## config.mk

```make
export PLATFORM = sky130hd
export DESIGN_NAME = rxa_alarm_irq
export DESIGN_NICKNAME = d
export VERILOG_FILES = /design/src/hw/rxa_pkg.sv /design/src/hw/rxa_alarm_irq.sv
export SDC_FILE = /design/constraint.sdc
export NUM_CORES = 1
export LEC_CHECK = 0
export BUFFER_PORTS_ARGS = -buffer_cell sky130_fd_sc_hd__buf_2
export CAP_MARGIN = 20
export CORE_MARGIN = 2
export CORE_UTILIZATION = 61
export DETAILED_ROUTE_END_ITERATION = 8
export GPL_ROUTABILITY_DRIVEN = 0
export PLACE_DENSITY = 0.76
export SLEW_MARGIN = 15
export SYNTH_ARGS = -nofsm -noshare
export SYNTH_HDL_FRONTEND = slang
export SYNTH_SLANG_ARGS = --single-unit
```

## constraint.sdc

```tcl
create_clock -name clk -period 2.7 [get_ports clk]
set_input_delay 0.54 -clock clk [delete_from_list [all_inputs] [get_ports clk]]
set_output_delay 0.54 -clock clk [all_outputs]
set_load 0.02 [all_outputs]
```

## src/hw/rxa_pkg.sv

```systemverilog
// Package for the receive alarm interrupt status block.
// Assumes one 100 MHz clock and an 8-bit register port.
package rxa_pkg;

	// ----------------------------------------
	// Register map
	// ----------------------------------------
	localparam logic [7:0] RXA_ADDR_CFG_STAT = 8'h10;
	localparam logic [7:0] RXA_ADDR_STAT = 8'h11;
	localparam logic [7:0] RXA_ADDR_IRQ_EN = 8'h12;
	localparam logic [7:0] RXA_ADDR_IRQ_FLAGS = 8'h13;
	localparam logic [7:0] RXA_ADDR_SEARCH_EN = 8'h14;
	localparam logic [7:0] RXA_ADDR_MODE = 8'h15;

	// ----------------------------------------
	// Reset values and field positions
	// ----------------------------------------
	localparam logic [7:0] RXA_IRQ_EN_RST = 8'h00;
	localparam logic [7:0] RXA_FLAGS_RST = 8'h00;
	localparam logic [4:0] RXA_SEARCH_EN_RST = 5'h1f;
	localparam int RXA_BIT_CP = 7;
	localparam int RXA_BIT_LOS = 6;
	localparam int RXA_BIT_AIS = 5;
	localparam int RXA_BIT_IDLE = 4;
	localparam int RXA_BIT_FERF = 3;
	localparam int RXA_BIT_AIC = 2;
	localparam int RXA_BIT_OOF = 1;
	localparam int RXA_BIT_PBIT = 0;
	localparam int RXA_CS_AIS = 7;
	localparam int RXA_CS_LOS = 6;
	localparam int RXA_CS_IDLE = 5;
	localparam int RXA_ST_FERF = 4;
	localparam int RXA_ST_AIC = 3;

	// ----------------------------------------
	// Loss-of-signal thresholds in bit periods
	// ----------------------------------------
	localparam logic [7:0] RXA_DS3_LOS_ZEROS = 8'hb4;
	localparam logic [7:0] RXA_DS3_WIN = 8'hb4;
	localparam logic [7:0] RXA_DS3_CLR_MARKS = 8'h3c;
	localparam logic [7:0] RXA_E3_LOS_ZEROS = 8'h20;
	localparam logic [7:0] RXA_E3_CLR_RUN = 8'h20;
	localparam logic [7:0] RXA_E3_ZERO_STR = 8'h04;

	// Framer state, Gray coded.
	typedef enum logic [1:0] {
		RXA_ACQ = 2'b00,
		RXA_INFRAME = 2'b01
	} rxa_frm_t;

	// Whole module state.
	typedef struct packed {
		logic [7:0] irq_en;
		logic [7:0] flags;
		logic [4:0] search_en;
		logic e3_mode;
		logic [7:0] rdata;
		logic los;
		logic [7:0] zero_run;
		logic [179:0] hist;
		logic [7:0] marks;
		logic [7:0] clr_run;
		logic aic_seen;
		rxa_frm_t frm;
		logic ais;
		logic idle;
		logic ferf;
		logic aic;
	} rxa_state_t;

endpackage : rxa_pkg

```

## src/hw/rxa_alarm_irq.sv

```systemverilog
// Receive alarm and error interrupt logic for one framer channel.
// Assumes the line bit, its valid strobe and framer events are synchronous.
//
// Overview of operation
// - Enable bit 2 gates AIC change interrupt
// - Enable bit 1 gates OOF change interrupt
// - Enable bit 0 gates P-bit error interrupt
// - Status bits latch events, clear on read
// - Bit 7 sets on CP-bit error
// - DS3 LOS after 180 consecutive zeros
// - DS3 LOS ends at 60 marks/180
// - E3 LOS after 32 consecutive zeros
// - E3 LOS ends: 32 bits, no 4-zero string
// - Bit 6 latches LOS edges, state shown
// - Bit 5 latches AIS edges, state shown
// - Bit 4 latches idle edges, state shown
// - Bit 3 latches FERF edges, state shown
// - Bit 2 latches on AIC value change
// - Bit 1 latches OOF and in-frame entry
// - Bit 0 sets on P-bit error
// - Five search enables, reset to ones
`timescale 1ns/1ps
module rxa_alarm_irq
	import rxa_pkg::*;
(
	input wire logic clk,
	input wire logic rst_b,
	input wire logic [7:0] addr,
	input wire logic [7:0] wdata,
	input wire logic wr_stb,
	input wire logic rd_stb,
	output logic [7:0] rdata,
	input wire logic line_bit_vld,
	input wire logic line_bit,
	input wire logic cp_err,
	input wire logic p_err,
	input wire logic oof_declare,
	input wire logic frame_locked,
	input wire logic ais_state,
	input wire logic idle_state,
	input wire logic far_end_fail_state,
	input wire logic aic_bit,
	input wire logic aic_vld,
	output logic [4:0] parallel_search_enables,
	output logic los_state,
	output logic irq
);

	rxa_state_t s_q;
	rxa_state_t s_d;
	logic [7:0] ev;
	logic [7:0] rd_mux;
	logic flags_rd;
	logic los_set;
	logic los_clr;
	logic los_nxt;
	logic [7:0] marks_nxt;
	logic zero4;
	logic aic_chg;
	logic [179:0] hist_nxt;

	// ----------------------------------------
	// Loss-of-signal detection
	// ----------------------------------------

	// Shift history and count marks within the last 180 bits.
	always_comb begin
		hist_nxt = {s_q.hist[178:0], line_bit};
		marks_nxt = s_q.marks + {7'h00, line_bit}
			- {7'h00, s_q.hist[179]};
		zero4 = ~line_bit & ~s_q.hist[0] & ~s_q.hist[1] & ~s_q.hist[2];
	end

	// Declare and end LOS per framing mode.
	always_comb begin
		los_set = 1'b0;
		los_clr = 1'b0;
		if (line_bit_vld) begin
			if (s_q.e3_mode) begin
				los_set = ~line_bit && (s_q.zero_run + 8'h01 >= RXA_E3_LOS_ZEROS);
				los_clr = ~zero4 && (s_q.clr_run + 8'h01 >= RXA_E3_CLR_RUN);
			end else begin
				los_set = ~line_bit && (s_q.zero_run + 8'h01 >= RXA_DS3_LOS_ZEROS);
				los_clr = (marks_nxt >= RXA_DS3_CLR_MARKS);
			end
		end
		los_nxt = s_q.los ? ~los_clr : los_set;
	end

	// ----------------------------------------
	// Event collection
	// ----------------------------------------

	// AIC change is only judged once a first value has been seen.
	assign aic_chg = aic_vld && s_q.aic_seen && (aic_bit != s_q.aic);

	always_comb begin
		ev = 8'h00;
		ev[RXA_BIT_CP] = cp_err;
		ev[RXA_BIT_LOS] = los_nxt != s_q.los;
		ev[RXA_BIT_AIS] = ais_state != s_q.ais;
		ev[RXA_BIT_IDLE] = idle_state != s_q.idle;
		ev[RXA_BIT_FERF] = far_end_fail_state != s_q.ferf;
		ev[RXA_BIT_AIC] = aic_chg;
		ev[RXA_BIT_OOF] = oof_declare
			|| (frame_locked && s_q.frm == RXA_ACQ);
		ev[RXA_BIT_PBIT] = p_err;
	end

	// ----------------------------------------
	// Register read mux
	// ----------------------------------------
	always_comb begin
		rd_mux = 8'h00;
		case (addr)
			RXA_ADDR_CFG_STAT: begin
				rd_mux[RXA_CS_AIS] = s_q.ais;
				rd_mux[RXA_CS_LOS] = s_q.los;
				rd_mux[RXA_CS_IDLE] = s_q.idle;
			end
			RXA_ADDR_STAT: begin
				rd_mux[RXA_ST_FERF] = s_q.ferf;
				rd_mux[RXA_ST_AIC] = s_q.aic;
			end
			RXA_ADDR_IRQ_EN: rd_mux = s_q.irq_en;
			RXA_ADDR_IRQ_FLAGS: rd_mux = s_q.flags;
			RXA_ADDR_SEARCH_EN: rd_mux = {3'h0, s_q.search_en};
			RXA_ADDR_MODE: rd_mux = {7'h00, s_q.e3_mode};
			default: rd_mux = 8'h00;
		endcase
	end

	assign flags_rd = rd_stb && (addr == RXA_ADDR_IRQ_FLAGS);

	// ----------------------------------------
	// Next state
	// ----------------------------------------
	always_comb begin
		s_d = s_q;
		s_d.rdata = rd_stb ? rd_mux : 8'h00;
		if (wr_stb) begin
			case (addr)
				RXA_ADDR_IRQ_EN: s_d.irq_en = wdata;
				RXA_ADDR_SEARCH_EN: s_d.search_en = wdata[4:0];
				RXA_ADDR_MODE: s_d.e3_mode = wdata[0];
				default: s_d.irq_en = s_q.irq_en;
			endcase
		end
		s_d.flags = (flags_rd ? 8'h00 : s_q.flags) | ev;
		if (line_bit_vld) begin
			s_d.hist = hist_nxt;
			s_d.marks = marks_nxt;
			s_d.zero_run = line_bit ? 8'h00 :
				(s_q.zero_run == 8'hff ? 8'hff : s_q.zero_run + 8'h01);
			s_d.clr_run = zero4 ? 8'h00 :
				(s_q.clr_run == 8'hff ? 8'hff : s_q.clr_run + 8'h01);
		end
		s_d.los = los_nxt;
		s_d.ais = ais_state;
		s_d.idle = idle_state;
		s_d.ferf = far_end_fail_state;
		if (aic_vld) begin
			s_d.aic = aic_bit;
			s_d.aic_seen = 1'b1;
		end
		case (s_q.frm)
			RXA_ACQ: if (frame_locked && !oof_declare) s_d.frm = RXA_INFRAME;
			RXA_INFRAME: if (oof_declare) s_d.frm = RXA_ACQ;
			default: s_d.frm = RXA_ACQ;
		endcase
	end

	// State register.
	always_ff @(posedge clk or negedge rst_b) begin
		if (!rst_b) begin
			s_q <= '0;
			s_q.irq_en <= RXA_IRQ_EN_RST;
			s_q.flags <= RXA_FLAGS_RST;
			s_q.search_en <= RXA_SEARCH_EN_RST;
			s_q.frm <= RXA_ACQ;
		end else begin
			s_q <= s_d;
		end
	end

	// ----------------------------------------
	// Outputs
	// ----------------------------------------
	assign rdata = s_q.rdata;
	assign parallel_search_enables = s_q.search_en;
	assign los_state = s_q.los;
	assign irq = |(s_q.flags & s_q.irq_en);
endmodule : rxa_alarm_irq

```

==> impl_metrics.csv <==
group,metric,value,unit
status,outcome,"finished, final reports clean",
routing,dr.first_iter.drc_count,312,
die,die_w,132,um
setup_path,reg2reg_depth,11,
grt,track_usage,18.6,%
yosys,synth_area_leaders,"dfrtp_1 (59%), mux2_2 (23%), ha_1 (1.5%)",
clock_tree,root_buffer,"clkbuf_16",
grt,grt_max_degree,83,
timing,fmax,377,MHz
timing,finalHoldViolations,0,
setup_path,cp_slowest_cell,"fa_2",
timing,timing.final.crit_share,98.2,%
cells_and_area,layout_commonest_cell,"dfrtp_1",
hold_path,min_path_cells,1,
die,die_h,132,um
cells_and_area,layout_common_cells,"dfrtp_1 (236), mux2_2 (202), buf_2 (43)",
setup_path,path_common_cell,"o31a_1",
cells_and_area,area_delta_synth_final,13.9,%
job,drv_cap,0,
cells_and_area,fillers,1042,
hold_path,min_path_type,"input port to flip-flop",
yosys,ys_seq_area_share,60.6,%
grt,grt_first_pass_wirelength,27.2,mm
timing,slew_headroom,52.4,%
cells_and_area,layout.cells.non_filler,982,
timing,period_needed,2650,ps
routing,wl_per_cell,16.1,um
clock_tree,clock_latency,520,ps
cells_and_area,post-route-util,71.2,%
yosys,yosysUniqueCellTypes,52,
die,rows,46,
grt,antenna_found_initial,0,
setup_path,cp-end-kind,"flip-flop",
hold_path,hold_start,"far_end_fail_state",
routing,via_per_inst,5.68,
clock_tree,cts.sinks,241,
placement,place_area,10400,sq um
setup_path,cp_max_fo,2,
routing,vias,5573,
yosys,ys_warn_count,0,
clock_tree,cts_buffers,26,
routing,ant_nets,0,
die,num_io_pins,46,
setup_path,rrSetupSlack,50,ps
routing,dr.pass1.iters,4,
placement,dp.cells,930,
power,p_leak,5.62,nW
cells_and_area,drive_gt1_share,41.6,%
yosys,synth_edf_count,0,
placement,port_buffers,45,
yosys,synth_area_per_cell,14.1,sq um
yosys,ys.flop_type,"dfrtp_1",
cells_and_area,nets,790,
yosys,ys_async_sr_fraction,100,%
clock_tree,cts_max_level,1,
power,total_power,9.38,mW
yosys,synth_nets,749,
hold_path,hold_end,"s_q[1]$_DFF_PN0_",
cells_and_area,num_antenna_cells,0,
routing,drc,0,
grt,overflow,0,
clock_tree,path_clk_slew,60,ps
die,initial_utilization,62.5,%
grt,grt_pass1_vias,5715,
power,power.density,826,nW/um^2
clock_tree,clockBufferDepth,3,
placement,hpwl,9.70,mm
timing,finalSetupViolCount,0,
yosys,netlist_instances,705,
yosys,synth_top_area_cell,"dfrtp_1",
setup_path,max_stage_delay,390,ps
setup_path,r2r-start,"s_q[202]$_DFFE_PN0P_",
setup_path,path_class,"flip-flop to flip-flop",
yosys,syn_area,9960,sq um
setup_path,critPathLaunchType,"flip-flop",
setup_path,cp_data_arrival_time,3050,ps
timing,worstMarginPinSlew,714,ps
setup_path,crit_chain,"ha_1 -> inv_2 -> ha_4 -> inv_1 -> fa_2 -> nor2b_4 -> o31a_1 -> o22ai_2 -> xnor2_1 -> o31a_1 -> a221o_1",
routing,drt_wl_total,15.8,mm
power,ir_worst_vdd,558,uV
setup_path,r2r_end,"s_q[232]$_DFF_PN0_",
cells_and_area,fin_area,11300,sq um
yosys,synth_top_area_share,59.3,%
timing,whs,166,ps
timing,drv_slew,0,
clock_tree,cts_tree,"done",
setup_path,critPathRequiredTime,3100,ps
yosys,synth-seq-cells,241,
die,die_area,17400,sq um
die,coreArea,15900,sq um
timing,fin_skew,6.69,ps
==> per-layer routing <==
| metal | global-route usage, % | vias up | routed length, um |
|---|---|---|---|
| met5 | 0 | - | 0 |
| met4 | 5.80 | 0 | 440 |
| met3 | 3.69 | 42 | 653 |
| met2 | 31.9 | 128 | 7950 |
| met1 | 24.2 | 2804 | 6720 |
| li1 | - | 2599 | - |
==> timing repair <==
action                                  4_1_cts  5_1_grt
endpoints found under the hold margin        15        0
gates resized for setup                       2        8
buffers inserted                              0        3
endpoints found under the setup margin        1        1
pin swaps                                     1        9
hold buffers                                  1        0
==> cells in the mapped netlist, drive strengths merged, types with 2 or more instances <==
library cell and number:
o211ai 4, xnor2 9, nor2b 6, dfrtp 236
mux2 202, or4 2, nand4 5, and4 2
a21o 4, nand2 27, a31oi 6, and2 3
xor2 5, a21oi 27, a31o 3, a221o 3
o31ai 2, o21ai 14, a41o 3, nor2 16
nand3 4, o22ai 2, o31a 2, a22oi 7
or2 3, buf 18, dfstp 5, nor3 5
a41oi 2, mux2i 6, inv 16, nand3b 2
ha 12, o21a 2, clkbuf 27, and3 2
==> sequential cells by signal (all words and copies together), names as in the netlist <==
signal                   flops
los_state                    1
hist_nxt                   179
parallel_search_enables      5
s_q                         48
rdata                        8
==> through the flow <==
step,worst slack [ps],setup TNS (ps)
after floorplan,198,0
after global placement,94.9,0
after detailed placement,-9.57,-9.57
after CTS,20.2,0
after global routing,-16.7,-16.7
final,47.3,0
==> cells by family (layout without fill, tap and decap cells) <==
| family | after synthesis | in the layout | synth area share (%) |
|---|---|---|---|
| AO/OA/AOI/OAI | 86 | 86 | 5.90 |
| multiplexers | 208 | 208 | 23.4 |
| XOR/XNOR | 15 | 15 | 1.46 |
| adder cells (fa/ha/maj) | 13 | 13 | 1.71 |
| AND/OR/NAND/NOR | 81 | 81 | 4.07 |
| flip-flops | 241 | 241 | 60.6 |
| buffers and inverters | 61 | 122 | 2.80 |
==> final cells by class <==
cell class / instances / area [sq um] / share of cell area [%]
flip-flops and latches: 241 / 6040 / 53.2
multi-input cells: 403 / 3700 / 32.6
clock buffers: 40 / 753 / 6.64
repair buffers: 58 / 417 / 3.67
well taps: 216 / 270 / 2.38
clock inverters: 8 / 108 / 0.948
inverters: 16 / 60.1 / 0.529
==> report_power, final <==
part	switching, mW	internal (mW)
clock	1.36	2.12
combinational	0.887	0.854
sequential	0.224	3.93
==> worst max path at each step <==
stage	startpoint	to	slack [ps]	cells after the start
floorplan	s_q[202]$_DFFE_PN0P_	s_q[232]$_DFF_PN0_	200	11
global placement	s_q[15]$_DFFE_PN0P_	s_q[232]$_DFF_PN0_	90	12
detailed placement	s_q[15]$_DFFE_PN0P_	s_q[232]$_DFF_PN0_	-10	12
CTS	s_q[15]$_DFFE_PN0P_	s_q[232]$_DFF_PN0_	20	10
global route	s_q[202]$_DFFE_PN0P_	s_q[232]$_DFF_PN0_	-20	11
finish	s_q[202]$_DFFE_PN0P_	s_q[232]$_DFF_PN0_	50	11
==> critical path: cells and delay by family (launching register included) <==
family	cells	cell delay [ps]
DFF	1	380
buffers and inverters	2	130
AOI/OAI and AO/OA	4	900
xor gates and xnor gates	1	160
adders and majority gates	3	830
and+or+nand+nor	1	140
(Power assumes the default switching activity.)
